<file path="src/sss_cfg.svh">
`ifndef SSS_CFG_SVH
`define SSS_CFG_SVH

// register byte addresses, as carried in the low five bits of the command byte
`define SSS_ADDR_SILICON_STEP_CODE      5'h11
`define SSS_ADDR_PART_CODE              5'h12
`define SSS_ADDR_SENSOR_STATUS          5'h13
`define SSS_ADDR_LIGHT_CH0_LOW          5'h14
`define SSS_ADDR_LIGHT_CH0_HIGH         5'h15
`define SSS_ADDR_LIGHT_CH1_LOW          5'h16
`define SSS_ADDR_LIGHT_CH1_HIGH         5'h17
`define SSS_ADDR_PROXIMITY_RESULT_LOW   5'h18
`define SSS_ADDR_PROXIMITY_RESULT_HIGH  5'h19
`define SSS_ADDR_RST                    5'h00

// status byte field positions
`define SSS_ST_PROXIMITY_IRQ_FLAG       5
`define SSS_ST_LIGHT_IRQ_FLAG           4
`define SSS_ST_PROXIMITY_RESULT_READY   1
`define SSS_ST_LIGHT_RESULT_READY       0

// command byte layout
`define SSS_CMD_ADDR_MSB                4
`define SSS_CMD_TYPE_MSB                6
`define SSS_CMD_TYPE_LSB                5
`define SSS_CMD_TYPE_AUTO_INC           2'h1

// serial byte framing
`define SSS_BITS_PER_BYTE               4'h8
`define SSS_BIT_FIRST_SENT              4'h1
`define SSS_BYTE_MSB                    7
`define SSS_ADDR_STEP                   5'h01
`define SSS_RESULT_COUNT                3

`endif

</file>
<file path="src/sss_pkg.sv">
package sss_pkg;

  // serial slave sequencer states
  typedef enum logic [2:0] {
    SSS_IDLE     = 3'b000,
    SSS_ADDR     = 3'b001,
    SSS_ACK_ADDR = 3'b010,
    SSS_CMD      = 3'b011,
    SSS_ACK_BYTE = 3'b100,
    SSS_WDATA    = 3'b101,
    SSS_RDATA    = 3'b110,
    SSS_RACK     = 3'b111
  } sss_state_t;

  // whole state of the readout block
  typedef struct packed {
    sss_state_t       state;
    logic [7:0]       sh;
    logic [3:0]       cnt;
    logic             rw;
    logic             autoinc;
    logic             acked;
    logic [4:0]       ptr;
    logic [7:0]       tx;
    logic             oe;
    logic             scl_q;
    logic             sda_q;
    logic             prox_irq;
    logic             light_irq;
    logic             prox_ready;
    logic             light_ready;
    logic             irq;
    logic [2:0][7:0]  shadow;
  } sss_core_t;

endpackage : sss_pkg

</file>
<file path="src/sss_pin_sync.sv">
`timescale 1ns/1ps
module sss_pin_sync #(
  parameter int W = 2
) (
  input  wire logic         i_core_clk,
  input  wire logic         i_rst_n,
  input  wire logic [W-1:0] i_async,
  output logic      [W-1:0] o_sync
);

  if (W < 1) begin : g_bad_width
    $error("sss_pin_sync needs at least one bit");
  end

  typedef struct packed {
    logic [W-1:0] f1;
    logic [W-1:0] f2;
    logic [W-1:0] f3;
    logic [W-1:0] out;
  } sss_sync_t;

  sss_sync_t q;
  sss_sync_t d;

  // f1 feeds f2 only; a bit moves once f2 and f3 agree, so a one-sample glitch is dropped
  always_comb begin
    d     = q;
    d.f1  = i_async;
    d.f2  = q.f1;
    d.f3  = q.f2;
    d.out = (q.f2 & q.f3) | (q.out & (q.f2 ^ q.f3));
  end

  // bus idles high, so the chain starts high
  always_ff @(posedge i_core_clk) begin
    if (!i_rst_n) begin
      q <= '1;
    end else begin
      q <= d;
    end
  end

  assign o_sync = q.out;

endmodule : sss_pin_sync

</file>
<file path="src/sss_readout.sv">
// What this block does
// The silicon step code register reads back a fixed byte that never changes.
// The part code register reads back a fixed 8-bit code naming the product variant.
// The status register is read-only and host writes leave its flags untouched.
// Status bit 5 reads one while the proximity interrupt is asserted.
// Status bit 4 reads one while the ambient light interrupt is asserted.
// Status bit 1 sets once a proximity integration cycle has finished.
// Status bit 0 sets once both light channels have finished an integration cycle.
// The host writes zeros into the reserved status bits 7:6 and 3:2.
// Light channel 0 sits as low and high bytes at 0x14/0x15, channel 1 at 0x16/0x17.
// The proximity result sits with its low byte at 0x18 and high byte at 0x19.
// Reading a low result byte copies its high byte into a shadow that the high read returns.
// The shadowed high byte stays matched to the low byte despite later integrations.
// The host fetches each result as one two-byte read with auto-increment selected.
// The ambient light interrupt comes from channel 0 results only.
// Interrupt flags hold until a clear command; the interrupt output releases once both flags are clear.
`timescale 1ns/1ps
`include "sss_cfg.svh"
module sss_readout #(
  parameter logic [6:0] SLAVE_ADDR = 7'h39,
  parameter logic [7:0] STEP_CODE  = 8'hA5,  // arbitrary value
  parameter logic [7:0] PART_CODE  = 8'h5A   // arbitrary value
) (
  input  wire logic        i_core_clk,
  input  wire logic        i_rst_n,
  input  wire logic        i_scl,
  input  wire logic        i_sda,
  output logic             o_sda,
  output logic             o_sda_oe,
  input  wire logic [15:0] i_ch0_data,
  input  wire logic [15:0] i_ch1_data,
  input  wire logic [15:0] i_prox_data,
  input  wire logic        i_light_done,
  input  wire logic        i_prox_done,
  input  wire logic        i_ch0_irq_set,
  input  wire logic        i_prox_irq_set,
  input  wire logic        i_light_irq_clr,
  input  wire logic        i_prox_irq_clr,
  output logic             o_sensor_irq
);

  if (SLAVE_ADDR == 7'h00) begin : g_bad_addr
    $error("general call address cannot be the slave address");
  end

  sss_pkg::sss_core_t q;
  sss_pkg::sss_core_t d;
  logic [1:0]         pins_s;
  logic               s_scl;
  logic               s_sda;
  logic               scl_rise;
  logic               scl_fall;
  logic               start_seen;
  logic               stop_seen;
  logic               ld;
  logic [7:0]         rd_byte;
  logic [7:0]         status_byte;
  logic [2:0][7:0]    live_high;

  // both bus pins come from the host's domain
  sss_pin_sync #(
    .W (2)
  ) u_pin_sync (
    .i_core_clk (i_core_clk),
    .i_rst_n    (i_rst_n),
    .i_async    ({i_scl, i_sda}),
    .o_sync     (pins_s)
  );

  assign s_scl      = pins_s[1];
  assign s_sda      = pins_s[0];
  assign scl_rise   = s_scl & ~q.scl_q;
  assign scl_fall   = ~s_scl & q.scl_q;
  assign start_seen = s_scl & q.scl_q & q.sda_q & ~s_sda;
  assign stop_seen  = s_scl & q.scl_q & ~q.sda_q & s_sda;
  assign live_high  = {i_prox_data[15:8], i_ch1_data[15:8], i_ch0_data[15:8]};

  // reserved status bits read as zero
  always_comb begin
    status_byte = 8'h00;
    status_byte[`SSS_ST_PROXIMITY_IRQ_FLAG]     = q.prox_irq;
    status_byte[`SSS_ST_LIGHT_IRQ_FLAG]         = q.light_irq;
    status_byte[`SSS_ST_PROXIMITY_RESULT_READY] = q.prox_ready;
    status_byte[`SSS_ST_LIGHT_RESULT_READY]     = q.light_ready;
  end

  // read map; high bytes come from the shadow, never live
  always_comb begin
    unique case (q.ptr)
      `SSS_ADDR_SILICON_STEP_CODE:     rd_byte = STEP_CODE;
      `SSS_ADDR_PART_CODE:             rd_byte = PART_CODE;
      `SSS_ADDR_SENSOR_STATUS:         rd_byte = status_byte;
      `SSS_ADDR_LIGHT_CH0_LOW:         rd_byte = i_ch0_data[7:0];
      `SSS_ADDR_LIGHT_CH0_HIGH:        rd_byte = q.shadow[0];
      `SSS_ADDR_LIGHT_CH1_LOW:         rd_byte = i_ch1_data[7:0];
      `SSS_ADDR_LIGHT_CH1_HIGH:        rd_byte = q.shadow[1];
      `SSS_ADDR_PROXIMITY_RESULT_LOW:  rd_byte = i_prox_data[7:0];
      `SSS_ADDR_PROXIMITY_RESULT_HIGH: rd_byte = q.shadow[2];
      default:                         rd_byte = 8'h00;
    endcase
  end

  // next state: flags first, then the serial sequencer, then the byte load
  always_comb begin
    d       = q;
    ld      = 1'b0;
    d.scl_q = s_scl;
    d.sda_q = s_sda;
    // set beats clear so an event in the clear cycle is kept
    d.prox_irq    = i_prox_irq_set | (q.prox_irq & ~i_prox_irq_clr);
    d.light_irq   = i_ch0_irq_set | (q.light_irq & ~i_light_irq_clr);
    d.prox_ready  = q.prox_ready | i_prox_done;
    d.light_ready = q.light_ready | i_light_done;
    d.irq         = d.prox_irq | d.light_irq;
    if (stop_seen) begin
      d.state = sss_pkg::SSS_IDLE;
      d.oe    = 1'b0;
    end else if (start_seen) begin
      d.state = sss_pkg::SSS_ADDR;
      d.cnt   = 4'h0;
      d.oe    = 1'b0;
    end else begin
      unique case (q.state)
        sss_pkg::SSS_IDLE: begin
          d.oe = 1'b0;
        end
        sss_pkg::SSS_ADDR, sss_pkg::SSS_CMD, sss_pkg::SSS_WDATA: begin
          if (scl_rise && q.cnt != `SSS_BITS_PER_BYTE) begin
            d.sh  = {q.sh[6:0], s_sda};
            d.cnt = q.cnt + 4'h1;
          end else if (scl_fall && q.cnt == `SSS_BITS_PER_BYTE) begin
            d.oe    = 1'b1;
            d.state = sss_pkg::SSS_ACK_BYTE;
            if (q.state == sss_pkg::SSS_ADDR) begin
              d.rw    = q.sh[0];
              d.state = sss_pkg::SSS_ACK_ADDR;
              if (q.sh[7:1] != SLAVE_ADDR) begin
                d.oe    = 1'b0;
                d.state = sss_pkg::SSS_IDLE;
              end
            end else if (q.state == sss_pkg::SSS_CMD) begin
              d.ptr     = q.sh[`SSS_CMD_ADDR_MSB:0];
              d.autoinc = q.sh[`SSS_CMD_TYPE_MSB:`SSS_CMD_TYPE_LSB] == `SSS_CMD_TYPE_AUTO_INC;
            end else if (q.autoinc) begin
              // written byte acknowledged and dropped: every byte here is read-only
              d.ptr = q.ptr + `SSS_ADDR_STEP;
            end
          end
        end
        sss_pkg::SSS_ACK_ADDR: begin
          if (scl_fall) begin
            d.cnt = 4'h0;
            d.oe  = 1'b0;
            if (q.rw) begin
              ld = 1'b1;
            end else begin
              d.state = sss_pkg::SSS_CMD;
            end
          end
        end
        sss_pkg::SSS_ACK_BYTE: begin
          if (scl_fall) begin
            d.oe    = 1'b0;
            d.cnt   = 4'h0;
            d.state = sss_pkg::SSS_WDATA;
          end
        end
        sss_pkg::SSS_RDATA: begin
          if (scl_fall) begin
            if (q.cnt == `SSS_BITS_PER_BYTE) begin
              d.oe    = 1'b0;
              d.state = sss_pkg::SSS_RACK;
            end else begin
              d.oe  = ~q.tx[`SSS_BYTE_MSB - 1];
              d.tx  = {q.tx[6:0], 1'b0};
              d.cnt = q.cnt + 4'h1;
            end
          end
        end
        sss_pkg::SSS_RACK: begin
          if (scl_rise) begin
            d.acked = ~s_sda;
          end else if (scl_fall) begin
            if (q.acked) begin
              ld = 1'b1;
            end else begin
              d.state = sss_pkg::SSS_IDLE;
            end
          end
        end
      endcase
    end
    // byte load: msb goes out at once; low-byte reads freeze their high byte
    if (ld) begin
      d.state = sss_pkg::SSS_RDATA;
      d.tx    = rd_byte;
      d.oe    = ~rd_byte[`SSS_BYTE_MSB];
      d.cnt   = `SSS_BIT_FIRST_SENT;
      for (int i = 0; i < `SSS_RESULT_COUNT; i++) begin
        if (q.ptr == `SSS_ADDR_LIGHT_CH0_LOW + 5'(2 * i)) begin
          d.shadow[i] = live_high[i];
        end
      end
      if (q.autoinc) begin
        d.ptr = q.ptr + `SSS_ADDR_STEP;
      end
    end
  end

  // one register stage for the whole core state
  always_ff @(posedge i_core_clk) begin
    if (!i_rst_n) begin
      q       <= sss_pkg::sss_core_t'('0);
      q.scl_q <= 1'b1;  // idle bus level, so release shows no false edge
      q.sda_q <= 1'b1;
    end else begin
      q <= d;
    end
  end

  // open drain: the pin only ever pulls low
  assign o_sda        = 1'b0;
  assign o_sda_oe     = q.oe;
  assign o_sensor_irq = q.irq;
endmodule : sss_readout

</file>
<file path="config.mk">
export PLATFORM = sky130hd
export DESIGN_NAME = sss_readout
export DESIGN_NICKNAME = d
export VERILOG_FILES = /design/src/sss_pkg.sv /design/src/sss_pin_sync.sv /design/src/sss_readout.sv
export VERILOG_INCLUDE_DIRS = /design/src /design/src/src
export SDC_FILE = /design/constraint.sdc
export NUM_CORES = 1
export LEC_CHECK = 0
export ABC_AREA = 1
export BUFFER_PORTS_ARGS = -buffer_cell sky130_fd_sc_hd__buf_4
export CORE_AREA = 2 2 98 76
export DETAILED_ROUTE_END_ITERATION = 10
export DIE_AREA = 0 0 100 78
export GPL_TIMING_DRIVEN = 0
export PLACE_DENSITY = 0.82
export SETUP_SLACK_MARGIN = 0.15
export SLEW_MARGIN = 10
export SYNTH_ARGS = -nofsm -noshare
export SYNTH_HDL_FRONTEND = slang
export SYNTH_SLANG_ARGS = --single-unit
export TNS_END_PERCENT = 5
</file>
<file path="constraint.sdc">
create_clock -name i_core_clk -period 2 [get_ports i_core_clk]
set_clock_uncertainty 0.15 [all_clocks]
set_input_delay 0.1 -clock i_core_clk [delete_from_list [all_inputs] [get_ports i_core_clk]]
set_output_delay 0.1 -clock i_core_clk [all_outputs]
set_load 0.02 [all_outputs]
</file>
==> impl_metrics.ini <==
[detailed_routing]
vias = 4450
vias_per_cell = 5.65
drc = 0
drt_wl_total_um = 12300
first_pass_iters = 8
drtIter0Drc = 516
drtAntennaViolNets = 0
routedWlPerCell_um = 15.6

[yosys]
syn_area_um2 = 3830
yosys-top-cells-area = dfxtp_1, nand2_1, o21ai_0
synth-seq-cells = 70
ys_seq_area_share_pct = 36.6
synth_nets = 650
synth-warning-count = 0
yosysMostFrequentCell = nand2_1
synthTopCellsByCount = nand2_1, dfxtp_1, nor2_1
ys_async_sr_fraction_pct = 0
post_synth_inst_count = 584
ys_types = 34
avgSynthCellArea_um2 = 6.56
synth_edf_count = 0
yosysTopAreaCell = dfxtp_1
synth_ff_type = dfxtp_1
netlist.area_leader.share_pct = 36.6

[setup_path]
cp_slowest_cell = dfxtp_4
end_kind = register
crit_path_max_incr_delay_ps = 410
critical_path.max_fanout = 6
required_ps = 2120
cp.arrival_ps = 2020
crit_top_cell = nand2_1
crit_type = reg -> reg
crit_chain = inv_4 -> ha_1 -> nand2_2 -> nor2_4 -> nand2_1 -> o21ai_0 -> nor2_1 -> nand2_1 -> nand2_1 -> nand3_1 -> nand3_1 -> inv_1
start_kind = register

[sta]
worstMarginPinSlew_ps = 685
hold_viol = 0
min_period_over_period_pct = 95.0
final_max_slew_viol_count = 0
relSlewSlack_pct = 54.3
fin_crit_ps = 1900
max_freq_mhz = 526
rsz0062_at_grt = true
fin_hold_ws_ps = 8.38
fin_ws_ps = 99.9
setup_viol = 0

[pwr]
ir_drop_uv = 586
total_power_mw = 3.44
power_density_nw_per_um2 = 667
p_leak_nw = 2.25

[global_route]
antenna_found_initial = 0
grt_use_met2_pct = 50.7
grt_util_met1_pct = 38.8
gr-usage-all-layers_pct = 31.5
grt_pass1_wl_um = 19100
grt-ovfl-total = 0
use_met3_pct = 9.64
grt_start_max_net_pins = 14
grt_busiest_layer = met2
first_global_vias = 4170

[worst_hold_path]
hold_path.class = in -> reg

[placed_design]
portBuffers = 59
place_ws_ps = -38.1
gp_congestion = 0.975
dp_hpwl_um = 7980
placed_area_um2 = 4380

[cells_and_area]
insertedDiodeCount = 0
nNetsFinal = 764
drive_above_1_share_pct = 24.6
finish.instance_area_um2 = 5160
areaGrowthSynthToFinish_pct = 34.7
fin_util_pct = 76.2

[clock_network]
clk_latency_ps = 370
clockRootBuffer = clkbuf_8
cts_buffers = 9
clock_sinks = 70
cts_max_level = 3
clockBufferDepth = 2
clkTransAtPathRegs_ps = 80
tritoncts = done

[die]
dieWidth_um = 100
die_height_um = 78
num_rows = 26
dieArea_um2 = 7800
io_pins = 61
core_region_area_um2 = 6770
initial_core_util_pct = 56.6

[outcome]
status = complete, no violations

[flow_run]
drv_cap = 0
-- worst max-delay path, delay by kind of cell, from the launching register on --
kind            cells  cell delay [ps]
compound gates      1              100
flops               1              410
buf+inv             2              100
fa+ha+maj           1              230
simple gates        8              810
-- through the flow --
step	cells	TNS, ps
2_1_floorplan	584	0
3_3_place_gp	727	0
3_5_place_dp	727	-38.1
4_1_cts	780	0
5_1_grt	787	0
6_report	787	0
-- routing by layer --
layer  vias to the layer above  part of all wire, %
met5                         -                    0
met4                         0                  3.6
li1                       2111                    -
met3                        62                   11
met2                       287                   45
met1                      1990                   40
-- what timing repair did --
item | in CTS | in global routing
hold buffers | 35 | 0
setup endpoints to repair | 38 | 51
pin swaps | 3 | 15
gates cloned | 0 | 2
setup buffers | 2 | 5
gates resized for setup | 17 | 56
endpoints found under the hold margin | 34 | 0
-- layout make-up --
type | count | area (um^2)
plain buffers | 22 | 144
repair buffers | 103 | 875
well taps | 84 | 105
fillers | 483 | 1610
multi-input cells | 425 | 2190
inverters | 67 | 254
flip-flops and latches | 70 | 1420
clock buffers | 9 | 124
clock inverters | 7 | 50.0
-- cells in the final DEF, fill, tap and decap left out, types with 3 or more instances in the layout --
cell type,n
nand2_1,131
inv_1,55
dfxtp_2,5
buf_2,5
clkbuf_8,9
or2_2,8
ha_1,5
a21oi_1,51
nand3_1,38
o211ai_1,3
nor2_2,12
buf_6,5
nand4_1,6
dfxtp_1,62
clkinvlp_4,3
o21ai_1,17
clkbuf_1,7
o21ai_0,46
buf_4,71
dfxtp_4,3
nor2_4,5
xor2_1,3
nand3_2,5
nand2_4,3
inv_2,11
dlygate4sd3_1,35
nand2_2,13
nor2_1,58
nor3_1,3
-- kinds of logic (layout without fill, tap and decap cells) --
kind of cell	count (synthesis)	after routing	synth area share (%)
other	1	1	0.0979
adder cells (fa/ha/maj)	8	8	2.61
AO/OA/AOI/OAI	126	126	17.4
AND/OR/NAND/NOR	287	287	32.7
flip-flops	70	70	36.6
XOR/XNOR	3	3	0.686
buffers and inverters	89	208	9.84
-- path summary, 6_finish.rpt --
path              startpoint              end  slack (ps)  cells past startpoint
min           i_prox_data[0]            q[32]           8                      5
max                    q[40]            q[36]         100                     12
max reg2reg            q[40]            q[36]         100                     12
min reg2reg  u_pin_sync.d[4]  u_pin_sync.d[2]         270                      1
-- power breakdown --
part           leakage, nW  internal, mW  total (mW)  switching, mW
registers            0.571          1.45        1.49         0.0408
clock network       0.0816         0.451        1.06          0.605
logic                 1.59         0.370       0.891          0.521
total                 2.25          2.27        3.44           1.17
-- registers in the layout, summed over array words and instances (netlist names) --
register / count
o_sda_oe: 1
o_sensor_irq: 1
q: 60
u_pin_sync.d: 4
u_pin_sync.o_sync: 2
u_pin_sync.q: 2
No activity file was read; power rests on OpenSTA's default activity.
